<file path="src/pkg/mwcs_pkg.sv">
// Constants, field layouts and carrier types for the MAC wakeup control/status block.
// Assumes a single MAC clock domain and a classic Wishbone register bus with 32-bit data.
//
// How it works
// RULE_01 - Software keeps all wake enables cleared during normal operation.
// RULE_02 - Filter-engine enable lets passing, non-errored received frames request a wakeup.
// RULE_03 - Resume completion clears enables 14, 12, 10 when resume-clears-enables is set.
// RULE_04 - Resume completion clears flags 13, 11, 9, 7 when resume-clears-flags is set.
// RULE_05 - Transmitter leaving low-power idle on delay-timer expiry sets flag 13.
// RULE_06 - Flag 13 never sets while enable 12 is cleared.
// RULE_07 - Energy-efficient enable low forces flags 13 and 11 to zero.
// RULE_08 - Enable 12 makes a transmitter low-power-idle exit request a wakeup.
// RULE_09 - Receiver leaving low-power idle on partner wake signaling sets flag 11.
// RULE_10 - Flag 11 never sets while enable 10 is cleared.
// RULE_11 - Enable 10 makes received wake signaling request a wakeup.
// RULE_12 - A non-errored frame passing the filter engine sets flag 9.
// RULE_13 - Store control set: waking frame and later good frames go to receive FIFO.
// RULE_14 - Store control cleared: waking frame dropped, later good frames stored.
// RULE_15 - Wake not caused by a frame: all later qualifying frames are stored.
// RULE_16 - Store control acts only in deep frame-storing suspend, otherwise no effect.
// RULE_17 - A valid frame matching our own physical address sets flag 7.
// RULE_18 - Flags clear by writing one; zero leaves them; bits 31 to 15 read zero.
package mwcs_pkg;

  // Register byte addresses on the bus.
  localparam logic [11:0] MWCS_ADDR_WAKE_CSR = 12'h140;
  localparam logic [11:0] MWCS_ADDR_CTRL = 12'h148;
  localparam logic [11:0] MWCS_ADDR_IRQ_STS = 12'h14c;
  localparam logic [11:0] MWCS_ADDR_IRQ_MASK = 12'h150;

  // Field positions in the wakeup control and status register.
  localparam int MWCS_B_FE_EN = 14;
  localparam int MWCS_B_TX_FLAG = 13;
  localparam int MWCS_B_TX_EN = 12;
  localparam int MWCS_B_RX_FLAG = 11;
  localparam int MWCS_B_RX_EN = 10;
  localparam int MWCS_B_FE_FLAG = 9;
  localparam int MWCS_B_STORE = 8;
  localparam int MWCS_B_OA_FLAG = 7;

  // Field positions in the resume control register.
  localparam int MWCS_B_CLR_EN = 0;
  localparam int MWCS_B_CLR_FLAG = 1;

  // Interrupt status and mask layout, one bit per wake event.
  localparam int MWCS_I_TX = 0;
  localparam int MWCS_I_RX = 1;
  localparam int MWCS_I_FE = 2;
  localparam int MWCS_I_OA = 3;
  localparam int MWCS_IRQ_W = 4;

  // Reset values.
  localparam logic [31:0] MWCS_ZERO_WORD = 32'h0000_0000;
  localparam logic [MWCS_IRQ_W-1:0] MWCS_IRQ_RST = 4'h0;

  // Events arriving from the MAC, each a one-cycle pulse.
  typedef struct packed {
    logic tx_lpi_exit;
    logic rx_lpi_exit;
    logic fe_frame_pass;
    logic own_addr_frame;
  } mwcs_evt_s;

  // A received frame at its end, as judged by the MAC and filter engine.
  typedef struct packed {
    logic done;
    logic good;
    logic waker;
  } mwcs_frame_s;

endpackage

</file>
<file path="src/rtl/mwcs_top.sv">
// Wakeup control and status register bank of the Ethernet MAC, with its event
// latching, resume auto-clear, wake request, frame store decision and interrupt.
// Assumes every input comes from logic on clk_i, and a classic Wishbone master.
`timescale 1ns/100ps
module mwcs_top (
  // Clock and reset.
  input wire logic clk_i,
  input wire logic rst_i,
  // Wishbone slave.
  input wire logic cyc_i,
  input wire logic stb_i,
  input wire logic we_i,
  input wire logic [11:0] adr_i,
  input wire logic [3:0] sel_i,
  input wire logic [31:0] dat_i,
  output logic [31:0] dat_o,
  output logic ack_o,
  // MAC status and events.
  input wire logic energy_efficient_enable_i,
  input wire logic deep_frame_storing_suspend_i,
  input wire logic resume_done_i,
  input wire mwcs_pkg::mwcs_evt_s evt_i,
  input wire mwcs_pkg::mwcs_frame_s frame_i,
  // Results.
  output logic wake_req_o,
  output logic frame_keep_o,
  output logic frame_drop_o,
  output logic irq_o
);

  // Stored fields of the wakeup control and status register.
  logic filter_engine_wake_enable;
  logic tx_lpi_exit_wake_flag;
  logic tx_lpi_exit_wake_enable;
  logic rx_lpi_exit_wake_flag;
  logic rx_lpi_exit_wake_enable;
  logic filter_engine_wake_frame_flag;
  logic store_wake_frame;
  logic own_address_frame_flag;
  // Resume control bits.
  logic resume_clears_enables;
  logic resume_clears_flags;
  // Interrupt state.
  logic [mwcs_pkg::MWCS_IRQ_W-1:0] irq_sts;
  logic [mwcs_pkg::MWCS_IRQ_W-1:0] irq_mask;

  // Bus decode: a request is served in the cycle before ack rises.
  wire logic req = cyc_i & stb_i & ~ack_o;
  wire logic wr = req & we_i;
  wire logic [31:0] wmask = {{8{sel_i[3]}}, {8{sel_i[2]}}, {8{sel_i[1]}}, {8{sel_i[0]}}};
  wire logic [31:0] wdat = dat_i & wmask;
  wire logic hit_wucsr = adr_i == mwcs_pkg::MWCS_ADDR_WAKE_CSR;
  wire logic hit_ctrl = adr_i == mwcs_pkg::MWCS_ADDR_CTRL;
  wire logic hit_sts = adr_i == mwcs_pkg::MWCS_ADDR_IRQ_STS;
  wire logic hit_mask = adr_i == mwcs_pkg::MWCS_ADDR_IRQ_MASK;
  wire logic wr_wucsr = wr & hit_wucsr;
  wire logic wr_ctrl = wr & hit_ctrl;
  wire logic wr_sts = wr & hit_sts;
  wire logic wr_mask = wr & hit_mask;

  // Resume completion strobes for each class of bit.
  wire logic res_clr_en = resume_done_i & resume_clears_enables; // RULE_03
  wire logic res_clr_flag = resume_done_i & resume_clears_flags; // RULE_04

  // Qualified set events; the low-power-idle flags need their enable and EEE.
  wire logic set_tx = evt_i.tx_lpi_exit & tx_lpi_exit_wake_enable & energy_efficient_enable_i; // RULE_05 RULE_06
  wire logic set_rx = evt_i.rx_lpi_exit & rx_lpi_exit_wake_enable & energy_efficient_enable_i; // RULE_09 RULE_10
  wire logic set_fe = evt_i.fe_frame_pass; // RULE_12
  wire logic set_oa = evt_i.own_addr_frame; // RULE_17

  // Write-one-to-clear terms from software, per flag.
  wire logic w1c_tx = wr_wucsr & wdat[mwcs_pkg::MWCS_B_TX_FLAG]; // RULE_18
  wire logic w1c_rx = wr_wucsr & wdat[mwcs_pkg::MWCS_B_RX_FLAG]; // RULE_18
  wire logic w1c_fe = wr_wucsr & wdat[mwcs_pkg::MWCS_B_FE_FLAG]; // RULE_18
  wire logic w1c_oa = wr_wucsr & wdat[mwcs_pkg::MWCS_B_OA_FLAG]; // RULE_18

  // Next flag values: a set in the same cycle as any clear wins, so no event is lost.
  // For the transmit and receive flags the EEE enable overrides everything, as each is held low without it.
  wire logic next_tx_flag = energy_efficient_enable_i &
    (set_tx | (tx_lpi_exit_wake_flag & ~w1c_tx & ~res_clr_flag)); // RULE_07
  wire logic next_rx_flag = energy_efficient_enable_i &
    (set_rx | (rx_lpi_exit_wake_flag & ~w1c_rx & ~res_clr_flag)); // RULE_07
  wire logic next_fe_flag = set_fe | (filter_engine_wake_frame_flag & ~w1c_fe & ~res_clr_flag);
  wire logic next_oa_flag = set_oa | (own_address_frame_flag & ~w1c_oa & ~res_clr_flag);

  // Enable byte lane 1 carries bits 14 down to 8.
  wire logic lane1 = sel_i[1];
  wire logic wr_en_lane = wr_wucsr & lane1;

  // Next enable values; the resume clear wins over a write landing in the same cycle,
  // since the resume sequence marks the end of suspend and enables must be off then.
  wire logic next_fe_en = res_clr_en ? 1'b0 :
    (wr_en_lane ? dat_i[mwcs_pkg::MWCS_B_FE_EN] : filter_engine_wake_enable); // RULE_03
  wire logic next_tx_en = res_clr_en ? 1'b0 :
    (wr_en_lane ? dat_i[mwcs_pkg::MWCS_B_TX_EN] : tx_lpi_exit_wake_enable); // RULE_03
  wire logic next_rx_en = res_clr_en ? 1'b0 :
    (wr_en_lane ? dat_i[mwcs_pkg::MWCS_B_RX_EN] : rx_lpi_exit_wake_enable); // RULE_03
  wire logic next_store = wr_en_lane ? dat_i[mwcs_pkg::MWCS_B_STORE] : store_wake_frame;

  // Wake request sources, each gated by its own enable.
  wire logic wake_fe = evt_i.fe_frame_pass & filter_engine_wake_enable; // RULE_02
  wire logic wake_tx = evt_i.tx_lpi_exit & tx_lpi_exit_wake_enable & energy_efficient_enable_i; // RULE_08
  wire logic wake_rx = evt_i.rx_lpi_exit & rx_lpi_exit_wake_enable & energy_efficient_enable_i; // RULE_11
  wire logic next_wake = wake_fe | wake_tx | wake_rx;

  // Frame store decision. Outside deep suspend the store control is ignored and the
  // waking frame is treated as when the control is clear. A wake that was not a frame
  // never flags a frame as waker, so every later good frame is simply kept.
  wire logic keep_waker = store_wake_frame & deep_frame_storing_suspend_i; // RULE_16
  wire logic keep_this = frame_i.good & (~frame_i.waker | keep_waker); // RULE_13 RULE_14 RULE_15
  wire logic next_keep = frame_i.done & keep_this;
  wire logic next_drop = frame_i.done & ~keep_this;

  // Interrupt status: each event sets its bit, a written one clears it, set wins.
  wire logic [mwcs_pkg::MWCS_IRQ_W-1:0] irq_set = {set_oa, set_fe, set_rx, set_tx};
  wire logic [mwcs_pkg::MWCS_IRQ_W-1:0] irq_clr = wr_sts ? wdat[mwcs_pkg::MWCS_IRQ_W-1:0] :
    mwcs_pkg::MWCS_IRQ_RST;
  wire logic [mwcs_pkg::MWCS_IRQ_W-1:0] next_irq_sts = irq_set | (irq_sts & ~irq_clr);
  wire logic [mwcs_pkg::MWCS_IRQ_W-1:0] next_irq_mask = wr_mask ?
    ((dat_i[mwcs_pkg::MWCS_IRQ_W-1:0] & wmask[mwcs_pkg::MWCS_IRQ_W-1:0]) |
     (irq_mask & ~wmask[mwcs_pkg::MWCS_IRQ_W-1:0])) : irq_mask;
  wire logic next_irq = |(next_irq_sts & next_irq_mask);

  // Read image of each register; reserved bits are zero.
  logic [31:0] rd_wucsr;
  logic [31:0] rd_ctrl;
  logic [31:0] rd_sts;
  logic [31:0] rd_mask;
  always_comb begin
    rd_wucsr = mwcs_pkg::MWCS_ZERO_WORD; // RULE_18
    rd_wucsr[mwcs_pkg::MWCS_B_FE_EN] = filter_engine_wake_enable;
    rd_wucsr[mwcs_pkg::MWCS_B_TX_FLAG] = tx_lpi_exit_wake_flag;
    rd_wucsr[mwcs_pkg::MWCS_B_TX_EN] = tx_lpi_exit_wake_enable;
    rd_wucsr[mwcs_pkg::MWCS_B_RX_FLAG] = rx_lpi_exit_wake_flag;
    rd_wucsr[mwcs_pkg::MWCS_B_RX_EN] = rx_lpi_exit_wake_enable;
    rd_wucsr[mwcs_pkg::MWCS_B_FE_FLAG] = filter_engine_wake_frame_flag;
    rd_wucsr[mwcs_pkg::MWCS_B_STORE] = store_wake_frame;
    rd_wucsr[mwcs_pkg::MWCS_B_OA_FLAG] = own_address_frame_flag;
    rd_ctrl = mwcs_pkg::MWCS_ZERO_WORD;
    rd_ctrl[mwcs_pkg::MWCS_B_CLR_EN] = resume_clears_enables;
    rd_ctrl[mwcs_pkg::MWCS_B_CLR_FLAG] = resume_clears_flags;
    rd_sts = mwcs_pkg::MWCS_ZERO_WORD;
    rd_sts[mwcs_pkg::MWCS_IRQ_W-1:0] = irq_sts;
    rd_mask = mwcs_pkg::MWCS_ZERO_WORD;
    rd_mask[mwcs_pkg::MWCS_IRQ_W-1:0] = irq_mask;
  end

  // Unmapped addresses read as zero and are still acknowledged.
  wire logic [31:0] rd_word = hit_wucsr ? rd_wucsr :
    hit_ctrl ? rd_ctrl :
    hit_sts ? rd_sts :
    hit_mask ? rd_mask : mwcs_pkg::MWCS_ZERO_WORD;
  wire logic [31:0] next_dat = (req & ~we_i) ? rd_word : dat_o;
  wire logic next_ctrl_en = (wr_ctrl & sel_i[0]) ? dat_i[mwcs_pkg::MWCS_B_CLR_EN] : resume_clears_enables;
  wire logic next_ctrl_fl = (wr_ctrl & sel_i[0]) ? dat_i[mwcs_pkg::MWCS_B_CLR_FLAG] : resume_clears_flags;

  // Bus handshake: one wait state, ack for exactly one cycle.
  always_ff @(posedge clk_i) begin
    if (rst_i) begin
      ack_o <= 1'b0;
      dat_o <= mwcs_pkg::MWCS_ZERO_WORD;
    end else begin
      ack_o <= req;
      dat_o <= next_dat;
    end
  end

  // Wake flags.
  always_ff @(posedge clk_i) begin
    if (rst_i) begin
      tx_lpi_exit_wake_flag <= 1'b0;
      rx_lpi_exit_wake_flag <= 1'b0;
      filter_engine_wake_frame_flag <= 1'b0;
      own_address_frame_flag <= 1'b0;
    end else begin
      tx_lpi_exit_wake_flag <= next_tx_flag;
      rx_lpi_exit_wake_flag <= next_rx_flag;
      filter_engine_wake_frame_flag <= next_fe_flag;
      own_address_frame_flag <= next_oa_flag;
    end
  end

  // Wake enables and the store control.
  always_ff @(posedge clk_i) begin
    if (rst_i) begin
      filter_engine_wake_enable <= 1'b0;
      tx_lpi_exit_wake_enable <= 1'b0;
      rx_lpi_exit_wake_enable <= 1'b0;
      store_wake_frame <= 1'b0;
    end else begin
      filter_engine_wake_enable <= next_fe_en;
      tx_lpi_exit_wake_enable <= next_tx_en;
      rx_lpi_exit_wake_enable <= next_rx_en;
      store_wake_frame <= next_store;
    end
  end

  // Resume control bits.
  always_ff @(posedge clk_i) begin
    if (rst_i) begin
      resume_clears_enables <= 1'b0;
      resume_clears_flags <= 1'b0;
    end else begin
      resume_clears_enables <= next_ctrl_en;
      resume_clears_flags <= next_ctrl_fl;
    end
  end

  // Interrupt status, mask and output.
  always_ff @(posedge clk_i) begin
    if (rst_i) begin
      irq_sts <= mwcs_pkg::MWCS_IRQ_RST;
      irq_mask <= mwcs_pkg::MWCS_IRQ_RST;
      irq_o <= 1'b0;
    end else begin
      irq_sts <= next_irq_sts;
      irq_mask <= next_irq_mask;
      irq_o <= next_irq;
    end
  end

  // Registered result pulses, one cycle after their cause.
  always_ff @(posedge clk_i) begin
    if (rst_i) begin
      wake_req_o <= 1'b0;
      frame_keep_o <= 1'b0;
      frame_drop_o <= 1'b0;
    end else begin
      wake_req_o <= next_wake;
      frame_keep_o <= next_keep;
      frame_drop_o <= next_drop;
    end
  end

  // Checks on the logic above.

  // Without EEE the transmit and receive flags must read zero a cycle later.
  a_eee_forces_low: assert property (@(posedge clk_i) disable iff (rst_i) // RULE_07
    !energy_efficient_enable_i |=> !tx_lpi_exit_wake_flag && !rx_lpi_exit_wake_flag)
    else $error("LPI wake flag set while EEE is off");

  // The transmit flag can only rise when its enable was set at the cause.
  a_tx_flag_gated: assert property (@(posedge clk_i) disable iff (rst_i) // RULE_06
    $rose(tx_lpi_exit_wake_flag) |-> $past(tx_lpi_exit_wake_enable) && $past(evt_i.tx_lpi_exit))
    else $error("TX wake flag rose without enable and event");

  // The receive flag can only rise when its enable was set at the cause.
  a_rx_flag_gated: assert property (@(posedge clk_i) disable iff (rst_i) // RULE_10
    $rose(rx_lpi_exit_wake_flag) |-> $past(rx_lpi_exit_wake_enable) && $past(evt_i.rx_lpi_exit))
    else $error("RX wake flag rose without enable and event");

  // An enabled transmit exit with EEE on sets the flag next cycle.
  a_tx_flag_sets: assert property (@(posedge clk_i) disable iff (rst_i) // RULE_05
    evt_i.tx_lpi_exit && tx_lpi_exit_wake_enable && energy_efficient_enable_i
    |=> tx_lpi_exit_wake_flag)
    else $error("TX wake flag missed its event");

  // An enabled receive exit with EEE on sets the flag next cycle.
  a_rx_flag_sets: assert property (@(posedge clk_i) disable iff (rst_i) // RULE_09
    evt_i.rx_lpi_exit && rx_lpi_exit_wake_enable && energy_efficient_enable_i
    |=> rx_lpi_exit_wake_flag)
    else $error("RX wake flag missed its event");

  // A passing frame sets the filter-engine flag, even against a clear.
  a_fe_flag_sets: assert property (@(posedge clk_i) disable iff (rst_i) // RULE_12
    evt_i.fe_frame_pass |=> filter_engine_wake_frame_flag)
    else $error("Filter engine frame flag missed its event");

  // An own-address frame sets its flag next cycle.
  a_oa_flag_sets: assert property (@(posedge clk_i) disable iff (rst_i) // RULE_17
    evt_i.own_addr_frame |=> own_address_frame_flag)
    else $error("Own address flag missed its event");

  // Resume with clear-enables leaves all three enables off.
  a_resume_enables: assert property (@(posedge clk_i) disable iff (rst_i) // RULE_03
    resume_done_i && resume_clears_enables
    |=> !filter_engine_wake_enable && !tx_lpi_exit_wake_enable && !rx_lpi_exit_wake_enable)
    else $error("Enables survived resume clear");

  // Resume with clear-flags drops the frame flags unless a new event arrived.
  a_resume_flags: assert property (@(posedge clk_i) disable iff (rst_i) // RULE_04
    resume_done_i && resume_clears_flags && !evt_i.fe_frame_pass && !evt_i.own_addr_frame
    |=> !filter_engine_wake_frame_flag && !own_address_frame_flag)
    else $error("Frame flags survived resume clear");

  // Writing a zero to the own-address flag bit never clears that flag once set.
  a_zero_write_keeps: assert property (@(posedge clk_i) disable iff (rst_i) // RULE_18
    wr_wucsr && !resume_done_i && own_address_frame_flag && !dat_i[mwcs_pkg::MWCS_B_OA_FLAG]
    |=> own_address_frame_flag)
    else $error("Zero write cleared a flag");

  // An enabled filter-engine frame raises the wake request.
  a_fe_wake_req: assert property (@(posedge clk_i) disable iff (rst_i) // RULE_02
    evt_i.fe_frame_pass && filter_engine_wake_enable |=> wake_req_o)
    else $error("Filter engine wake request missing");

  // An enabled transmit exit raises the wake request.
  a_tx_wake_req: assert property (@(posedge clk_i) disable iff (rst_i) // RULE_08
    evt_i.tx_lpi_exit && tx_lpi_exit_wake_enable && energy_efficient_enable_i |=> wake_req_o)
    else $error("TX exit wake request missing");

  // An enabled receive exit raises the wake request.
  a_rx_wake_req: assert property (@(posedge clk_i) disable iff (rst_i) // RULE_11
    evt_i.rx_lpi_exit && rx_lpi_exit_wake_enable && energy_efficient_enable_i |=> wake_req_o)
    else $error("RX exit wake request missing");

  // In deep suspend with store set, a good waking frame is kept.
  a_store_waker: assert property (@(posedge clk_i) disable iff (rst_i) // RULE_13
    frame_i.done && frame_i.good && frame_i.waker && store_wake_frame && deep_frame_storing_suspend_i
    |=> frame_keep_o && !frame_drop_o)
    else $error("Waking frame not stored");

  // With store clear, or outside deep suspend, the waking frame is dropped.
  a_drop_waker: assert property (@(posedge clk_i) disable iff (rst_i) // RULE_14 RULE_16
    frame_i.done && frame_i.waker && !(store_wake_frame && deep_frame_storing_suspend_i)
    |=> frame_drop_o && !frame_keep_o)
    else $error("Waking frame not dropped");

  // Later good frames are always kept.
  a_keep_later: assert property (@(posedge clk_i) disable iff (rst_i) // RULE_15
    frame_i.done && frame_i.good && !frame_i.waker |=> frame_keep_o)
    else $error("Later good frame not stored");

  // Ack lasts exactly one cycle per request.
  a_ack_single: assert property (@(posedge clk_i) disable iff (rst_i)
    ack_o |=> !ack_o)
    else $error("Ack held longer than one cycle");

endmodule

</file>
<file path="config.mk">
export PLATFORM = sky130hd
export DESIGN_NAME = mwcs_top
export DESIGN_NICKNAME = d
export VERILOG_FILES = /design/src/pkg/mwcs_pkg.sv /design/src/rtl/mwcs_top.sv
export SDC_FILE = /design/constraint.sdc
export NUM_CORES = 1
export LEC_CHECK = 0
export ABC_AREA = 0
export BUFFER_PORTS_ARGS = -buffer_cell sky130_fd_sc_hd__buf_4
export CAP_MARGIN = 40
export CORE_UTILIZATION = 39
export DETAILED_ROUTE_END_ITERATION = 7
export GPL_TIMING_DRIVEN = 0
export PLACE_DENSITY_LB_ADDON = 0.1
export SLEW_MARGIN = 15
export SYNTH_ARGS = -nofsm -noshare
export SYNTH_HDL_FRONTEND = slang
export SYNTH_SLANG_ARGS = --single-unit
</file>
<file path="constraint.sdc">
create_clock -name clk_i -period 1.8 [get_ports clk_i]
set_input_delay 0.09 -clock clk_i [delete_from_list [all_inputs] [get_ports clk_i]]
set_output_delay 0.09 -clock clk_i [all_outputs]
set_load 0.05 [all_outputs]
</file>
---- Yosys cells after proc, flatten, opt, wreduce, memory -nomap -nowiden ----
Index checks and enable logic that the tools add are counted.
W data, S select, Z words.
word-level totals
  logic and storage cells ................. 90
  output and inout bits ................... 37
  bits of input ports ..................... 63
  register bits ........................... 55
cells by class
  bitwise operators ....................... 60
  mux-type cells .......................... 6
  equal/unequal tests ..................... 4
  reduce and logical (&&, ||, !) cells .... 2
operator list
  kind                   count
  $eq A12 B9 Y1 const B  4
  $and A1 B1 Y1          35
  $mux W4                5
  $and A4 B4 Y4          4
  $mux W15               1
  $and A14 B14 Y14       1
  $not A1 Y1             9
  $not A4 Y4             2
  $or A4 B4 Y4           2
  $or A1 B1 Y1           7
  $reduce_or A4 Y1       1
  $reduce_or A2 Y1       1

---- Depth between registers and ports, before layout ----
Gate-level depths: netlist (run 1).
  depth after elaboration ................. 10
  depth in mapped cells ................... 6
  depth with buffers taken out ............ 5

---- Worst setup path before layout (run 1) ----
No wires, ideal clock.
  path type ............................... register to register
  from .................................... register ack_o
  to ...................................... register irq_o
  required time ........................... 1,719 ps
  path slack .............................. -34 ps
  path buffers ............................ 1
  arrival time ............................ 1,754 ps
  stages on the path, launching flop included .. 7
  library setup time ...................... 81 ps
  cells stage by stage .................... dfxtp_1 -> and3b_1 -> and3_1 -> clkbuf_1 -> a21boi_0 -> o22ai_1 -> a41oi_1
between the ends
  cells in the longest elaborated chain, start to end .. 10
  elaborated cells on any way between the ends .. 12
  classes of those cells .................. 2 x mux; 9 x bitwise; 1 x reduce/logical
ends and longest elaborated chain
  element                   line             source
  start: declaration        mwcs_top.sv:17   output logic ack_o,
  start signal: assignment  mwcs_top.sv:163  ack_o <= req;
  $not A1 Y1 *              mwcs_top.sv:48   wire logic req = cyc_i & stb_i & ~ack_o;
  $and A1 B1 Y1 *           mwcs_top.sv:48
  $and A1 B1 Y1 *           mwcs_top.sv:49   wire logic wr = req & we_i;
  $and A1 B1 Y1             mwcs_top.sv:58   wire logic wr_sts = wr & hit_sts;
  $mux W4                   mwcs_top.sv:116  wire logic [mwcs_pkg::MWCS_IRQ_W-1:0] irq_clr = wr_sts ? wdat[mwcs_pkg::MWCS_IRQ_W-1:0] :
  $not A4 Y4                mwcs_top.sv:118  wire logic [mwcs_pkg::MWCS_IRQ_W-1:0] next_irq_sts = irq_set | (irq_sts & ~irq_clr);
  $and A4 B4 Y4             mwcs_top.sv:118
  $or A4 B4 Y4              mwcs_top.sv:118
  $and A4 B4 Y4 *           mwcs_top.sv:122  wire logic next_irq = |(next_irq_sts & next_irq_mask);
  $reduce_or A4 Y1 *        mwcs_top.sv:122
  end signal: assignment    mwcs_top.sv:218  irq_o <= next_irq;
  end: declaration          mwcs_top.sv:28   output logic irq_o
Mark *: on every way between the ends. The rest lies on a longest branch, timed or not.
A chain may end at the register's enable or synchronous reset.

---- Final worst setup path (run 1) ----
Ends and elaborated chain as after synthesis.

==> impl_metrics.ini, run 1 <==
[power_and_ir_drop]
ir_drop_uv = 481
switching_share_pct = 29.0
power.leakage_nw = 1.06
clkPwrFrac_pct = 34.3
powerDensity_nw_per_um2 = 686
p_seq_share_pct = 48.1
intPower_mw = 1.16
finalPower_mw = 1.64
power.switching_uw = 476
pwr-share-comb_pct = 17.6

[sta]
slew_violations = 0
max_freq_mhz = 587
timing.setup.tns_ns = 0
setup_viol = 0
finalHoldViolations = 0
worst_slack_ns = 0.0977
slew-limit-headroom_pct = 53.0
fin_crit_sh_pct = 94.6
worst_pin_slew_ns = 0.703
skew_ns = 0.00868
period_needed_ns = 1.70

[setup_path]
r2r_setup_slack_ns = 0.1
end_kind = flop
slowest_stage = dfxtp_2
start_kind = flop
max_stage_delay_ns = 0.33
path_cells = and3b_1 -> and3_1 -> clkbuf_4 -> a41oi_1 -> o22ai_1 -> a41oi_1
ff2ff_path_depth = 6
path_max_fanout = 10
crit_type = reg2reg
required_ns = 1.96
crit-reg2reg-capture = irq_o
rr_startpoint = ack_o
worstPathArrival_ns = 1.86
cpMostUsedCell = a41oi_1

[grt]
grt_max_degree = 12
grt_pass1_wl_microns = 6560
antenna_found_initial = 0
grtUsageTotal_pct = 19.4
grt_overflow = 0
grt_pass1_vias = 1402

[clocking]
h-tree-depth = 2
cts.sinks = 35
clockRootBuffer = clkbuf_8
hold_buffers = 0
cts_buffers = 5
clk_pin_slew_ns = 0.08
cts_max_path_buffers = 2
cts_tree = yes
insertion_delay_ns = 0.29

[place]
post-dp-hpwl_microns = 3250
place_ws_ns = -0.390
dpl-instance-area_sq_um = 2270
io_buffers = 56
gp_congestion = 0.780

[final_layout]
finish.utilization_pct = 58.2
drive_gt1_share_pct = 34.9
area_growth_pct = 39.5
diodes = 0
seq_area_sq_um = 702
fill_cells = 402
nets = 340
multi_input_area_sq_um = 917
finish.instance_area_sq_um = 2390

[logic_synthesis]
synth_top_area_share_pct = 40.8
seq_area_frac_synth_pct = 40.8
ys_warn_count = 0
yosysTopAreaCell = dfxtp_1
synthCells = 192
synth_area_leaders = dfxtp_1 41%, buf_4 8.8%, nand2_1 7.2%, a21oi_1 5.0%, mux2i_1 3.5%
syn-cell-area_sq_um = 1720
synth-seq-cells = 35
syn_area_per_cell_sq_um = 8.93
yosysUniqueCellTypes = 37

[route]
drc = 0
drtIter0Drc = 70
vias_per_cell = 4.97
first_pass_iters = 4
ant_nets = 0
wl_per_cell_microns = 12.8
drt_wl_total_microns = 4200
vias = 1631

[floorplan]
die-area_sq_um = 4670
io_pins = 100
dieHeight_microns = 68.3
start_util_pct = 41.7
core-area_sq_um = 4120
die_w_microns = 68.3
fp-row-count = 23

[job]
cap_violations = 0

[min_path]
worstHoldStart = rst_i
holdPathStages = 2
min_to = irq_o
hp-class = in2reg

[status]
status = finished, final reports clean
## Yosys cell counts
library cell  count
nand3_1           2
clkbuf_1          5
a21o_1            4
or3b_2            1
nand2b_1          1
o22ai_1           2
nand2_1          33
nor2_1            9
nor4b_1           1
a22oi_1           2
nor3_1            2
buf_4            20
a41oi_1           3
nand4b_1          4
nor4_4            1
a31oi_1           1
nor3b_1           2
o211a_1           2
a21oi_1          17
and3b_1           2
a21o_2            1
dfxtp_1          35
and3_1            8
nand3b_1          1
or4b_4            1
mux2i_1           6
nand4_1           1
and4b_1           1
nor4b_4           2
or2_2             1
o21a_1            7
inv_1             3
o2111ai_1         2
conb_1            1
a22o_1            2
a21boi_0          4
o221ai_1          2
## cell type report
type                            instances  share of cell area [%]
Clock buffer                            6                    3.03
Inverter                                3                   0.470
Buffer                                 25                    7.21
Sequential cell                        35                    29.3
Timing Repair Buffer                   59                    18.5
Clock inverter                          2                   0.523
Tap cell                               50                    2.61
Multi-Input combinational cell        148                    38.3
## registers in the layout, indices dropped and copies added, names as in the netlist
register,cells
own_address_frame_flag,1
frame_drop_o,1
irq_o,1
filter_engine_wake_enable,1
irq_sts,4
tx_lpi_exit_wake_enable,1
frame_keep_o,1
irq_mask,4
resume_clears_flags,1
filter_engine_wake_frame_flag,1
rx_lpi_exit_wake_enable,1
rx_lpi_exit_wake_flag,1
tx_lpi_exit_wake_flag,1
dat_o,12
resume_clears_enables,1
store_wake_frame,1
wake_req_o,1
ack_o,1
## kinds of logic after synthesis
family | after synthesis | synth area share, %
flip-flops | 35 | 40.8
buffers and inverters | 28 | 10.5
AND/OR/NAND/NOR | 73 | 25.2
other | 1 | 0.219
AO/OA/AOI/OAI | 49 | 19.8
multiplexers | 6 | 3.50
## power groups by stage
stage          logic [mW]  registers, mW  clock network [mW]
2_1_floorplan       0.175          0.819                   0
3_3_place_gp        0.286          0.808                   0
3_5_place_dp        0.286          0.808                   0
4_1_cts             0.287          0.790               0.572
5_1_grt             0.310          0.791               0.616
6_report            0.289          0.789               0.562
## worst max path at each step
| stage | slack (ns) | cells after the start | startpoint | to |
|---|---|---|---|---|
| after floorplan | 0.03 | 5 | adr_i[1] | filter_engine_wake_frame_flag |
| after detailed placement | -0.39 | 6 | adr_i[1] | irq_o |
| after global placement | -0.40 | 6 | adr_i[1] | irq_o |
| after CTS | 0.05 | 6 | ack_o | irq_o |
| after global routing | -0.004 | 7 | adr_i[4] | irq_o |
| final | 0.1 | 6 | ack_o | irq_o |
## cell usage in the layout, fill, tap and decap left out, drive strengths merged, types with 3 or more instances in the layout
master,netlist,routed
clkbuf,5,11
a21oi,17,17
a21o,5,5
mux2i,6,6
inv,3,3
o21a,7,7
dfxtp,35,35
conb,1,20
nor2,9,9
a21boi,4,4
nand2,33,33
buf,20,79
nor4b,3,3
a41oi,3,3
and3,8,8
nand4b,4,4
## stage by stage
stage,hold slack [ns],std cells
2_1_floorplan,0.162,211
3_3_place_gp,0.316,317
3_5_place_dp,0.321,317
4_1_cts,0.0163,326
5_1_grt,0.0115,328
6_report,0.0163,328
## timing repair
item | in CTS | in global routing
resized for setup | 3 | 3
endpoints found under the hold margin | 0 | 0
setup endpoints to repair | 4 | 1
buffers inserted | 1 | 2
## critical path, delay by kind of cell (launching register included)
family / cells / cell delay, ns
AOI/OAI and AO/OA: 3 / 0.50
buffers and inverters: 1 / 0.24
DFF: 1 / 0.33
and+or+nand+nor: 2 / 0.50
## routing by layer
metal,part of all wire (%),up-vias,wire length [microns],global-route usage [%]
met5,0,-,0,0
met1,48,728,2020,26.2
li1,-,823,-,-
met2,41,73,1720,29.4
met3,9.8,7,413,5.33
met4,1.2,0,51,6.25
No activity file was read; power rests on OpenSTA's default activity.
==> inputs of run 2 (changes only) <==
Settings changed: PLACE_DENSITY set to 0.76, PLACE_DENSITY_LB_ADDON 0.1 to unset.
==> run 2 against run 1 <==
  * Cell count unchanged
  * Global-route usage is 0.055 points higher
  * Utilization rose by 0.18 points
  * Combinational power about the same
  * Highest routed layer unchanged
  * Die area did not move
  * Critical path type is now in2reg
==> impl_metrics.ini, run 2 (synthesis gave the netlist of run 1 again) <==
[status]
status = finished, final reports clean

[grt]
grtUsageTotal_pct = 19.4
antenna_found_initial = 0
grt_pass1_vias = 1469
grt_max_degree = 12
grt_pass1_wl_microns = 6510
grt_overflow = 0

[route]
drt_wl_total_microns = 4190
vias = 1636
ant_nets = 0
wl_per_cell_microns = 12.8
drc = 0
first_pass_iters = 4
vias_per_cell = 4.99
drtIter0Drc = 57

[setup_path]
worstPathArrival_ns = 1.81
path_max_fanout = 7
crit_type = in2reg
ff2ff_path_depth = 6
start_kind = input pin
end_kind = flop
rr_startpoint = ack_o
crit-reg2reg-capture = irq_o
required_ns = 1.97
r2r_setup_slack_ns = 0.17

[final_layout]
final_cell_mix = 78 x buf_4, 34 x dfxtp_1, 33 x nand2_1
largest_reg_flops = 12
top_register = dat_o
mostFrequentLayoutCell = buf_4
drive_gt1_share_pct = 34.9
reg_top3 = dat_o x12, irq_mask x4, irq_sts x4
nets = 340
finish.instance_area_sq_um = 2400
diodes = 0
area_growth_pct = 40.0

[floorplan]
core-area_sq_um = 4120
fp-row-count = 23
die-area_sq_um = 4670
dieHeight_microns = 68.3
io_pins = 100
start_util_pct = 41.7
die_w_microns = 68.3

[clocking]
cts_tree = yes
clk_pin_slew_ns = 0.07
insertion_delay_ns = 0.29
cts_max_path_buffers = 2
h-tree-depth = 2
cts.sinks = 35
clockRootBuffer = clkbuf_8
cts_buffers = 5

[place]
gp_congestion = 0.833
dpl-instance-area_sq_um = 2270
place_ws_ns = -0.343
post-dp-hpwl_microns = 3230
io_buffers = 56

[sta]
setup_viol = 0
finalHoldViolations = 0
worst_slack_ns = 0.161
slew_violations = 0
grt_setup_unrepaired = false
holdWs_ns = 0.0361
skew_ns = 0.00855
max_freq_mhz = 610
slew-limit-headroom_pct = 53.4
fin_crit_sh_pct = 91.1
period_needed_ns = 1.64
worst_pin_slew_ns = 0.696

[power_and_ir_drop]
power.leakage_nw = 1.06
ir_drop_uv = 331
powerDensity_nw_per_um2 = 678

[min_path]
holdPathStages = 2
worstHoldStart = frame_i[2]
min_to = frame_drop_o
hp-class = in2reg

[job]
cap_violations = 0
-- run 2: cell types whose count changed in the layout (fill, tap and decap cells not counted) --
cell and delta:
dlygate4sd3_1 +1, buf_4 -1, a21boi_1 -1, nor3b_2 +1
nor3b_1 -1, a21boi_0 +1
-- run 2: timing repair --
| item | in CTS | in global routing |
|---|---|---|
| endpoints found under the setup margin | 2 | 14 |
| gates resized for setup | 2 | 5 |
| hold buffers | 1 | 0 |
| buffers inserted | 0 | 2 |
| endpoints found under the hold margin | 1 | 0 |
-- run 2: worst max-delay path by stage --
stage	start	to	slack, ns	cells past startpoint
after global placement	adr_i[1]	dat_o[1]	-0.34	6
after global routing	ack_o	irq_o	0.01	6
after CTS	ack_o	irq_o	0.004	6
after floorplan	adr_i[1]	filter_engine_wake_frame_flag	0.03	5
final	adr_i[1]	store_wake_frame	0.16	7
after detailed placement	adr_i[1]	dat_o[1]	-0.34	6
-- run 2: cell type report --
| cell class | count | area (sq um) |
|---|---|---|
| buffer | 25 | 173 |
| clock buffer | 6 | 72.6 |
| clock inverter | 2 | 12.5 |
| fill | 407 | 1710 |
| inverter | 3 | 11.3 |
| multi-input combinational | 148 | 922 |
| sequential | 35 | 702 |
| tap | 50 | 62.6 |
| timing repair buffer | 59 | 445 |
-- run 2: where the power goes --
group          leakage, nW  switching (mW)  internal, mW
Sequential           0.284         0.00601         0.784
Combinational        0.735           0.180         0.112
Clock               0.0412           0.275         0.270
Total                 1.06           0.461          1.17
-- run 2: per-layer routing --
| metal | global-route usage (%) | routed length (microns) | vias to the layer above |
|---|---|---|---|
| met1 | 22.7 | 1740 | 747 |
| met2 | 33.0 | 2060 | 62 |
| met5 | 0 | 0 | - |
| met3 | 5.33 | 324 | 5 |
| met4 | 8.33 | 66 | 0 |
| li1 | - | - | 822 |
-- run 2: worst max-delay path: stages --
cell and delay, ns:
buf_4 0.11, or4b_4 0.59, nor4_4 0.32, nor4b_4 0.25
buf_4 0.21, mux2i_1 0.20, nor2_1 0.05
-- run 2: through the flow --
| stage | instances | power (mW) | setup TNS, ns | utilization [%] |
|---|---|---|---|---|
| after global routing | 328 | 1.70 | 0 | 58.3 |
| after global placement | 317 | 1.09 | -5.24 | 55.2 |
| after floorplan | 211 | 0.994 | 0 | - |
| final | 328 | 1.63 | 0 | 58.3 |
| after CTS | 326 | 1.64 | 0 | 57.8 |
| after detailed placement | 317 | 1.09 | -5.72 | 55.2 |
